### config.mk
export PLATFORM = sky130hd
export DESIGN_NAME = iadcs_sequencer
export DESIGN_NICKNAME = d
export VERILOG_FILES = /design/src/include/iadcs_pkg.sv /design/src/logic/iadcs_sequencer.sv
export VERILOG_INCLUDE_DIRS = /design/src /design/src/include
export SDC_FILE = /design/constraint.sdc
export NUM_CORES = 1
export LEC_CHECK = 0
export BUFFER_PORTS_ARGS = -buffer_cell sky130_fd_sc_hd__buf_2
export CAP_MARGIN = 20
export CORE_MARGIN = 2
export CORE_UTILIZATION = 47
export DETAILED_ROUTE_END_ITERATION = 16
export PLACE_DENSITY = 0.69
export SLEW_MARGIN = 20
export SYNTH_ARGS = -nofsm -noshare
export SYNTH_HDL_FRONTEND = slang
export SYNTH_SLANG_ARGS = --single-unit
### constraint.sdc
create_clock -name clk -period 4 [get_ports clk]
set_input_delay 0.2 -clock clk [delete_from_list [all_inputs] [get_ports clk]]
set_output_delay 0.2 -clock clk [all_outputs]
set_load 0.02 [all_outputs]
### src/include/iadcs_regs.svh
// Purpose: Register offsets, fields, reset values and timing constants of the incremental ADC sequencer
// Assumes: Plain register port, 8-bit word addresses
// Notes: Functional notes follow
// Functional notes
// RL1: Start or alternate trigger begins conversion
// RL2: Programmed elementary conversions then one quantisation
// RL3: Elementary conversion lasts OVERSAMPLING_RATIO plus one periods
// RL4: Result is mean of elementary results
// RL5: Alternate offset polarity between elementary conversions
// RL6: Rate select divides RC by 4/8/32 or 8kHz
// RL7: OVERSAMPLING_RATIO is two to three plus field
// RL8: Elementary count is two to field
// RL9: Software should program two or more conversions
// RL10: Resolution is twice log OVERSAMPLING_RATIO plus log count
// RL11: Resolution truncated to sixteen bits
// RL12: Total time count times OVERSAMPLING_RATIO+1 plus one
// RL13: Extra clock cycles before and after sequence
// RL14: Continuous mode runs conversions back to back
// RL15: Software may choose resolution beyond sixteen bits
// RL16: Enable bit zero gates the converter
// RL17: Result is sixteen-bit two's complement
// RL18: Out-of-range results saturate to extremes
// RL19: Done pulse and result update after quantisation
// RL20: Trigger during conversion restarts the sequence
`ifndef IADCS_REGS_SVH
`define IADCS_REGS_SVH
`define IADCS_ADDR_CFG0 8'h00
`define IADCS_ADDR_CFG1 8'h01
`define IADCS_ADDR_RES_LO 8'h02
`define IADCS_ADDR_RES_HI 8'h03
`define IADCS_ADDR_STAT 8'h04
`define IADCS_CFG0_START 0
`define IADCS_CFG0_ALT 1
`define IADCS_CFG0_OSR_LO 2
`define IADCS_CFG0_NELC_LO 5
`define IADCS_CFG0_CONT 7
`define IADCS_CFG1_RATE_LO 0
`define IADCS_CFG1_EN_LO 2
`define IADCS_CFG0_RST 8'h00
`define IADCS_CFG1_RST 8'h00
`define IADCS_SLOW_HZ 8000
`define IADCS_CLK_HZ 200000000
`define IADCS_SLOW_DIV (`IADCS_CLK_HZ / `IADCS_SLOW_HZ)
`define IADCS_EDGE_CYCLES 2
`define IADCS_RES_MAX 16'h7fff
`define IADCS_RES_MIN 16'h8000
`endif

### src/include/iadcs_pkg.sv
// Purpose: Types of the incremental ADC sequencer
// Assumes: Used with iadcs_regs.svh
// Notes: One-hot states
package iadcs_pkg;
	typedef enum logic [4:0] {
		IADCS_IDLE = 5'b00001,
		IADCS_INIT = 5'b00010,
		IADCS_ELEM = 5'b00100,
		IADCS_QUANT = 5'b01000,
		IADCS_TERM = 5'b10000
	} iadcs_state_t;
	typedef struct packed {
		logic modulator_run;
		logic offset_invert;
		logic [3:0] stage_enable;
		logic sample_strobe;
	} iadcs_ana_ctrl_t;
endpackage

### src/logic/iadcs_sequencer.sv
// Purpose: Sequencer, rate divider, averager and register port of an incremental ADC
// Assumes: rc_osc_clk_in and mod_bit_in are asynchronous to clk
// Notes: Modulator bit is +1/-1 per sampling period
//
// Our own choices: the strobed register port and the address map.
`timescale 1ns/100ps
`include "iadcs_regs.svh"
module iadcs_sequencer
	import iadcs_pkg::*;
#(
	parameter int SLOW_DIV = `IADCS_SLOW_DIV
) (
	input wire logic clk,
	input wire logic rst_n,
	input wire logic [7:0] reg_addr,
	input wire logic [7:0] reg_wdata,
	input wire logic reg_wr,
	input wire logic reg_rd,
	output logic [7:0] reg_rdata,
	input wire logic rc_osc_clk_in,
	input wire logic mod_bit_in,
	output iadcs_ana_ctrl_t ana_ctrl,
	output logic conv_done,
	output logic busy
);
	logic [7:0] cfg0_q;
	logic [7:0] cfg1_q;
	logic [15:0] result_q;
	logic [7:0] rdata_q;
	logic [1:0] rc_sync_q;
	logic [1:0] mod_sync_q;
	logic rc_prev_q;
	logic [4:0] rc_cnt_q;
	logic [15:0] slow_cnt_q;
	logic tick_q;
	iadcs_state_t state_q;
	logic [10:0] period_cnt_q;
	logic [3:0] elem_cnt_q;
	logic [2:0] edge_cnt_q;
	logic polarity_q;
	logic signed [15:0] integ_q;
	logic signed [19:0] sum_q;
	logic done_q;
	logic [2:0] osr_sel;
	logic [1:0] nelc_sel;
	logic [1:0] rate_sel;
	logic [10:0] osr_val;
	logic [3:0] nelc_val;
	logic trigger;
	logic rc_rise;
	logic [4:0] rc_div;
	logic signed [19:0] sum_next;
	logic signed [20:0] mean_full;
	logic [15:0] mean_sat;

	assign osr_sel = cfg0_q[`IADCS_CFG0_OSR_LO +: 3];
	assign nelc_sel = cfg0_q[`IADCS_CFG0_NELC_LO +: 2];
	assign rate_sel = cfg1_q[`IADCS_CFG1_RATE_LO +: 2];
	assign osr_val = 11'h008 << osr_sel; // RL7
	assign nelc_val = 4'h1 << nelc_sel; // RL8
	assign trigger = reg_wr && (reg_addr == `IADCS_ADDR_CFG0) &&
		(reg_wdata[`IADCS_CFG0_START] || reg_wdata[`IADCS_CFG0_ALT]); // RL1
	assign rc_rise = rc_sync_q[1] && !rc_prev_q;

	// Register writes; trigger bits self clear
	always_ff @(posedge clk or negedge rst_n) begin
		if (!rst_n) begin
			cfg0_q <= `IADCS_CFG0_RST;
			cfg1_q <= `IADCS_CFG1_RST;
		end else begin
			cfg0_q[1:0] <= 2'h0;
			if (reg_wr && reg_addr == `IADCS_ADDR_CFG0) begin
				cfg0_q <= reg_wdata;
			end
			if (reg_wr && reg_addr == `IADCS_ADDR_CFG1) begin
				cfg1_q <= {2'h0, reg_wdata[5:0]};
			end
		end
	end

	// Register reads, data one cycle later
	always_ff @(posedge clk or negedge rst_n) begin
		if (!rst_n) begin
			rdata_q <= 8'h00;
		end else if (reg_rd) begin
			case (reg_addr)
				`IADCS_ADDR_CFG0: rdata_q <= cfg0_q;
				`IADCS_ADDR_CFG1: rdata_q <= cfg1_q;
				`IADCS_ADDR_RES_LO: rdata_q <= result_q[7:0];
				`IADCS_ADDR_RES_HI: rdata_q <= result_q[15:8];
				`IADCS_ADDR_STAT: rdata_q <= {7'h00, state_q != IADCS_IDLE};
				default: rdata_q <= 8'h00;
			endcase
		end else begin
			rdata_q <= 8'h00;
		end
	end
	assign reg_rdata = rdata_q;

	// Pin synchronisers
	always_ff @(posedge clk or negedge rst_n) begin
		if (!rst_n) begin
			rc_sync_q <= 2'h0;
			mod_sync_q <= 2'h0;
			rc_prev_q <= 1'b0;
		end else begin
			rc_sync_q <= {rc_sync_q[0], rc_osc_clk_in};
			mod_sync_q <= {mod_sync_q[0], mod_bit_in};
			rc_prev_q <= rc_sync_q[1];
		end
	end

	// Sampling rate divider
	always_comb begin
		case (rate_sel)
			2'b00: rc_div = 5'd3; // RL6
			2'b01: rc_div = 5'd7; // RL6
			default: rc_div = 5'd31; // RL6
		endcase
	end

	always_ff @(posedge clk or negedge rst_n) begin
		if (!rst_n) begin
			rc_cnt_q <= 5'h0;
			slow_cnt_q <= 16'h0;
			tick_q <= 1'b0;
		end else begin
			tick_q <= 1'b0;
			if (rate_sel == 2'b11) begin
				if (slow_cnt_q >= 16'(SLOW_DIV - 1)) begin
					slow_cnt_q <= 16'h0;
					tick_q <= 1'b1; // RL6
				end else begin
					slow_cnt_q <= slow_cnt_q + 16'h1;
				end
			end else if (rc_rise) begin
				if (rc_cnt_q >= rc_div) begin
					rc_cnt_q <= 5'h0;
					tick_q <= 1'b1;
				end else begin
					rc_cnt_q <= rc_cnt_q + 5'h1;
				end
			end
		end
	end

	// Polarity is already undone per period, so results simply accumulate
	assign sum_next = sum_q + 20'(integ_q); // RL4
	// Mean: divide by count, scale to 16-bit full scale
	always_comb begin
		mean_full = 21'(sum_q) >>> nelc_sel; // RL4
		mean_full = mean_full <<< (5'd13 - 5'(osr_sel)); // RL10 RL11
		if (mean_full > 21'sd32767) begin
			mean_sat = `IADCS_RES_MAX; // RL18
		end else if (mean_full < -21'sd32768) begin
			mean_sat = `IADCS_RES_MIN; // RL18
		end else begin
			mean_sat = mean_full[15:0]; // RL17
		end
	end

	// Sequencer
	always_ff @(posedge clk or negedge rst_n) begin
		if (!rst_n) begin
			state_q <= IADCS_IDLE;
			period_cnt_q <= 11'h0;
			elem_cnt_q <= 4'h0;
			edge_cnt_q <= 3'h0;
			polarity_q <= 1'b0;
			integ_q <= 16'sh0;
			sum_q <= 20'sh0;
			done_q <= 1'b0;
			result_q <= 16'h0;
		end else begin
			done_q <= 1'b0;
			if (!cfg1_q[`IADCS_CFG1_EN_LO]) begin
				state_q <= IADCS_IDLE; // RL16
			end else if (trigger) begin
				state_q <= IADCS_INIT; // RL1 RL20
				edge_cnt_q <= 3'h0;
				elem_cnt_q <= 4'h0;
				period_cnt_q <= 11'h0;
				polarity_q <= 1'b0;
				integ_q <= 16'sh0;
				sum_q <= 20'sh0;
			end else begin
				case (state_q)
					IADCS_IDLE: begin
						state_q <= IADCS_IDLE;
					end
					IADCS_INIT: begin
						edge_cnt_q <= edge_cnt_q + 3'h1;
						if (edge_cnt_q == 3'(`IADCS_EDGE_CYCLES - 1)) begin
							state_q <= IADCS_ELEM; // RL13
						end
					end
					IADCS_ELEM: begin
						if (tick_q) begin
							if (period_cnt_q == osr_val) begin
								period_cnt_q <= 11'h0; // RL3
								sum_q <= sum_next;
								integ_q <= 16'sh0;
								polarity_q <= !polarity_q; // RL5
								elem_cnt_q <= elem_cnt_q + 4'h1;
								if (elem_cnt_q == nelc_val - 4'h1) begin
									state_q <= IADCS_QUANT; // RL2
								end
							end else begin
								period_cnt_q <= period_cnt_q + 11'h1;
								if (period_cnt_q != 11'h0) begin
									integ_q <= (mod_sync_q[1] ^ polarity_q) ? integ_q + 16'sh1 : integ_q - 16'sh1; // RL5
								end
							end
						end
					end
					IADCS_QUANT: begin
						if (tick_q) begin
							state_q <= IADCS_TERM; // RL2 RL12
							edge_cnt_q <= 3'h0;
						end
					end
					IADCS_TERM: begin
						edge_cnt_q <= edge_cnt_q + 3'h1;
						if (edge_cnt_q == 3'(`IADCS_EDGE_CYCLES - 1)) begin
							result_q <= mean_sat; // RL19
							done_q <= 1'b1; // RL19
							sum_q <= 20'sh0;
							elem_cnt_q <= 4'h0;
							polarity_q <= 1'b0;
							edge_cnt_q <= 3'h0;
							state_q <= cfg0_q[`IADCS_CFG0_CONT] ? IADCS_INIT : IADCS_IDLE; // RL14
						end
					end
					default: state_q <= IADCS_IDLE;
				endcase
			end
		end
	end

	// Analogue control outputs
	always_ff @(posedge clk or negedge rst_n) begin
		if (!rst_n) begin
			ana_ctrl <= '0;
			busy <= 1'b0;
		end else begin
			// Modulator also runs for the final quantisation period
			ana_ctrl.modulator_run <= (state_q == IADCS_ELEM) || (state_q == IADCS_QUANT); // RL2
			ana_ctrl.offset_invert <= polarity_q; // RL5
			ana_ctrl.stage_enable <= cfg1_q[`IADCS_CFG1_EN_LO +: 4]; // RL16
			ana_ctrl.sample_strobe <= tick_q;
			busy <= (state_q != IADCS_IDLE);
		end
	end
	assign conv_done = done_q;
endmodule // iadcs_sequencer

; ---- Word-level counts from Yosys, hierarchy flattened
; Cells that the tools add are included.
[word_totals]
ff_bits = 134
in_bits = 22
out_inout_bits = 17
word_cells = 147
[classes]
n_addsub = 10
n_lt_le_gt_ge = 4
eq_ne = 24
shift = 4
muxes = 55
bitwise = 3
n_reduce_logical = 23
[op_table]
columns = cell, n
row1 = 16-bit 2-to-1 mux, 9
row2 = 20-bit 2-to-1 mux, 4
row3 = 5-bit 2-to-1 mux, 9
row4 = 11-bit 2-to-1 mux, 4
row5 = 20-bit one-hot mux with 2 select lines, 1
row6 = 8-bit one-hot mux with 5 select lines, 1
row7 = 4-bit != test (second input constant), 6
row8 = 21-bit by 16-bit > comparator with 1-bit output (second input constant), 1
row9 = 21-bit by 16-bit less-than comparator with 1-bit output (second input constant), 1
row10 = 21-bit by 5-bit <<< shifter with 21-bit output, 1
row11 = 20-bit by 2-bit >>> shifter with 21-bit output, 1
row12 = 20-bit by 16-bit adder with 20-bit output, 1
row13 = 5-bit one-hot mux with 4 select lines, 1
row14 = 16-bit by 1-bit adder with 16-bit output (second input constant), 1
row15 = 16-bit by 2-bit adder with 16-bit output (second input constant), 1
row16 = 8-bit by 2-bit equality test with 1-bit output (second input constant), 2
row17 = 16-bit by 15-bit greater-or-equal comparator with 1-bit output (second input constant), 1
row18 = 4-bit 2-to-1 mux, 4
row19 = 16-bit by 2-bit subtractor with 16-bit output (second input constant), 1
row20 = 1-bit 2-to-1 mux, 12
row21 = 3-bit != test (second input constant), 4
row22 = 11-bit by 1-bit adder with 11-bit output (second input constant), 1
row23 = 11-bit equality test, 1
row24 = 11-bit nonzero test, 1
row25 = 41 further kinds, 54

; ---- Depth between registers and ports, before layout
[depth]
word_depth = 9
mapped_depth = 14

; ---- Least setup slack after synthesis
; Ideal clock, no wire load.
[synth_path]
path_type = register -> register
start = register polarity_q
end = register integ_q[12]
arrival_time_ns = 2.931
required_ns = 3.879
slack_ns = 0.948
stages_incl_launch_ff = 13
path_buffers = 0
synth_period_minus_slack_ns = 3.052
path_cell_list = dfrtp_1 > xor2_1 > inv_1 > fa_1 > a21o_1 > a21oi_1 > o21bai_1 > a21oi_1 > o21ai_0 > a311o_1 > a21oi_1 > xnor2_1 > a22o_1
[synth_via]
elab_chain_cells = 7
[synth_lines]
columns = element, line_no
row1 = start: declaration, iadcs_sequencer.sv:40  ; logic polarity_q;
row2 = start signal: assignment, iadcs_sequencer.sv:203  ; polarity_q <= !polarity_q;
row3 = 1-bit XOR, iadcs_sequencer.sv:211  ; integ_q <= (mod_sync_q[1] ^ polarity_q) ? integ_q + 16'sh1 : integ_q - 16'sh1;
row4 = 16-bit 2-to-1 mux, iadcs_sequencer.sv:211
row5 = 16-bit 2-to-1 mux, iadcs_sequencer.sv:210  ; if (period_cnt_q != 11'h0) begin
row6 = 16-bit 2-to-1 mux, iadcs_sequencer.sv:199  ; if (period_cnt_q == osr_val) begin
row7 = 16-bit 2-to-1 mux, iadcs_sequencer.sv:198  ; if (tick_q) begin
row8 = 16-bit 2-to-1 mux, iadcs_sequencer.sv:187  ; case (state_q)
row9 = 16-bit 2-to-1 mux, iadcs_sequencer.sv:178  ; end else if (trigger) begin
row10 = end signal: assignment, iadcs_sequencer.sv:211
row11 = end: declaration, iadcs_sequencer.sv:41  ; logic signed [15:0] integ_q;
; Every way passes these cells. The select of a mux whose other input is x is not followed.
; A chain may end at the register's enable or synchronous reset.

; ---- Final worst setup path
[layout_path]
start = register polarity_q
end = register integ_q[14]
; The elaborated chain is that of the path after synthesis.

==> run summary <==
via/cell ratio = 5.86
TritonRoute pass-1 iters = 5
clock share of power = 46.3%
Sink Count = 134
# placed instances = 1274
CTS H-tree depth = 4
core footprint = 19500 um^2
final worst-path cycle share = 88.1%
crit path kind = reg2reg
post-route minimum period = 3.53 ns
pre-CTS WS = 0.528 ns
CP required = 4.32 ns
Reg2Reg Depth = 12
Seq/Total Area, Yosys = 35.7%
Synth cell types = 80
grt met3 use = 3.26%
Post-Syn Nets = 1066
grt met1 use = 29.9%
setup_tns = 0 ns
RSZ-0062 raised after global routing = false
Synth Area in Adders = 6.28%
share of cells above drive strength 1 = 16.3%
CTS tree = done
Compound-Gate Fraction of Synth Area = 19.7%
largest family of logic cells by synthesized area = compound AO/OA/AOI/OAI gates
Post-Layout Cell Count = 1309
sequential share of power = 41.2%
antenna violations before repair = 0
DRT iter0 DRCs = 524
Synth-to-Final Area Change = 11.5%
Die H = 145 um
die area = 21200 um^2
Vias = 7670
mux share of post-synthesis cell area = 13.8%
Sw Share = 28.3%
XOR/XNOR Fraction of Synth Area = 3.45%
Max-slew headroom = 42.4%
Final Hold Fails = 0
kind of start point of the critical path = register
Syn Area/Cell = 9.43 um^2
PortBufs = 38
GRT Residual Overflow = 0
sw power = 0.000992 W
max-slew violations = 0
post-cts gate resize count = 0
FFs w/ async S/R, synth = 100%
Mapped Cells = 998
GRT Total Usage = 21.2%
fmax = 0.284 GHz
leakage = 4.66 nW
area post-placement = 9850 um^2
number of flops mapped to enable cells by yosys = 0
Int Power = 0.00251 W
Final Instance Area = 10500 um^2
hold_sp = reg_wdata[7]
Seq cells post-synth = 134
GR peak layer = met2
ant diodes = 0
CP arrival = 3.84 ns
die width = 145 um
max_cap viols = 0
final routed DRC violation total = 0
WHS Endpoint = cfg0_q[7]
placer's final routability congestion estimate = 0.876
first-pass GRT wire length = 37.4 mm
final setup fails = 0
Reg2Reg Setup Slack = 0.47 ns
CTS max path bufs = 2
CTS Root Buffer Type = clkbuf_16
Post-Syn Area = 9410 um^2
crit path capture type = register
nets = 1099
Final Worst Setup Slack = 0.475 ns
drt wl/cell = 16.2 um
# rows = 51
Tightest Pin Transition = 0.864 ns
largest net degree at the start of global routing = 112
Max rail drop VDD = 0.000295 V
Gate power share = 12.5%
met2 Usage GRT = 34.0%
worst reg2reg endpoint = integ_q[14]
Top Ports = 39
total CTS buffers = 17
DP HPWL = 15.2 mm
vias in the first global route = 7414
PwrDens = 334 nW/um^2
Post-Synth Simple-Gate Area = 17.6%
status = finished, final reports clean
Worst-Skew Late Latency = 0.43 ns
Clock Skew = 0.00985 ns
worst flop-to-flop path startpoint = polarity_q
worst hold path type = in2reg
final WL = 21.2 mm
synth warn = 0
antenna-violating nets left = 0
Worst-path clk slew = 0.07 ns
Initial Util = 48.2%
Max Fanout on Critical Path = 19
WHS Path Cells = 2
Top FF cell, synth = dfrtp_1
## worst max path at each step
stage	startpoint	endpoint	slack (ns)	cells after the start
after floorplan	polarity_q	integ_q[12]	0.95	12
after global placement	polarity_q	integ_q[14]	0.61	12
after detailed placement	polarity_q	integ_q[14]	0.53	12
after CTS	polarity_q	integ_q[14]	0.50	12
after global routing	polarity_q	integ_q[15]	0.04	12
final	polarity_q	integ_q[14]	0.47	12
## cell usage after synthesis (15+ instances only)
| master | instances | area [um^2] |
|---|---|---|
| a21oi_1 | 55 | 275 |
| clkbuf_1 | 24 | 90.1 |
| dfrtp_1 | 133 | 3330 |
| ha_1 | 44 | 551 |
| inv_1 | 28 | 105 |
| mux2_2 | 32 | 360 |
| mux2i_1 | 29 | 290 |
| mux4_2 | 16 | 360 |
| nand2_1 | 123 | 462 |
| nand3_1 | 23 | 115 |
| nor2_1 | 72 | 270 |
| nor3_1 | 22 | 110 |
| o21ai_0 | 74 | 370 |
| o31ai_1 | 25 | 188 |
| xnor2_1 | 15 | 131 |
| xor2_1 | 22 | 193 |
## power by group through the flow
stage	combinational (W)	sequential [W]	clock, W
after global routing	0.000494	0.00145	0.00171
after CTS	0.000439	0.00144	0.00165
after detailed placement	0.000434	0.00147	0
after global placement	0.000427	0.00147	0
after floorplan	0.000336	0.00146	0
final	0.000438	0.00144	0.00162
## cell families after synthesis
kind of cell | after synthesis
xor gates and xnor gates | 37
muxes | 90
adders and majority gates | 46
DFF | 134
and+or+nand+nor | 342
AOI/OAI and AO/OA | 275
buffers and inverters | 74
## per-layer routing
metal  wire length, um  up-vias
met5                 0        -
met4               380        0
met3               862       32
met2              9940      190
met1             10100     3675
li1                  -     3773
## per-stage QoR
step | utilization (%) | hold slack (ns) | power [W]
2_1_floorplan | - | -0.0956 | 0.00179
3_3_place_gp | 50.4 | 0.310 | 0.00189
5_1_grt | 53.7 | 0.00533 | 0.00366
3_5_place_dp | 50.4 | 0.312 | 0.00190
6_report | 53.7 | 0.0132 | 0.00351
4_1_cts | 53.7 | 0.00244 | 0.00354
## critical path: stages, from the launching register on
cell      delay (ns)
dfrtp_1         0.41
xor2_1          0.32
inv_1           0.39
ha_1            0.49
a21o_1          0.14
a21oi_1         0.09
o21bai_1        0.15
a21oi_1         0.11
o21ai_0         0.43
a311oi_1        0.18
o41ai_1         0.43
xor2_1          0.11
a22o_1          0.19
## state kept, by name, indices dropped and copies added (netlist names), 5 cells and up
signal / flops
cfg1_q: 6
sum_q: 20
period_cnt_q: 11
result_q: 16
state_q: 5
slow_cnt_q: 16
reg_rdata: 8
ana_ctrl: 7
cfg0_q: 8
integ_q: 16
rc_cnt_q: 5
## cell usage in the layout (no fill, tap or decap), drive strengths merged, types with 8 or more instances in the layout
cell type | netlist | routed
a211oi | 9 | 9
ha | 44 | 44
nor2 | 74 | 74
o31ai | 30 | 30
and3 | 12 | 12
a21oi | 58 | 58
nand2b | 13 | 13
a22o | 9 | 9
buf | 21 | 55
xor2 | 22 | 22
nor2b | 14 | 14
nand4 | 9 | 9
mux2 | 34 | 34
nand3 | 23 | 23
mux4 | 24 | 24
nor3 | 22 | 22
a22oi | 9 | 9
nand2 | 123 | 123
o21ai | 80 | 80
inv | 29 | 38
dfrtp | 133 | 133
a21o | 13 | 13
xnor2 | 15 | 15
or3 | 9 | 9
clkbuf | 24 | 18
o22ai | 8 | 8
mux2i | 32 | 32
## timing repair
action | 4_1_cts | 5_1_grt
hold buffers | 3 | 0
endpoints found under the hold margin | 111 | 0
setup buffers | 0 | 0
## cell type report
type | instances | area, um^2
multi-input combinational | 790 | 5720
timing repair buffer | 59 | 364
clock inverter | 15 | 181
fill | 1783 | 9040
sequential | 134 | 3350
inverter | 29 | 109
clock buffer | 17 | 425
tap | 265 | 332
No activity file was read; power rests on OpenSTA's default activity.
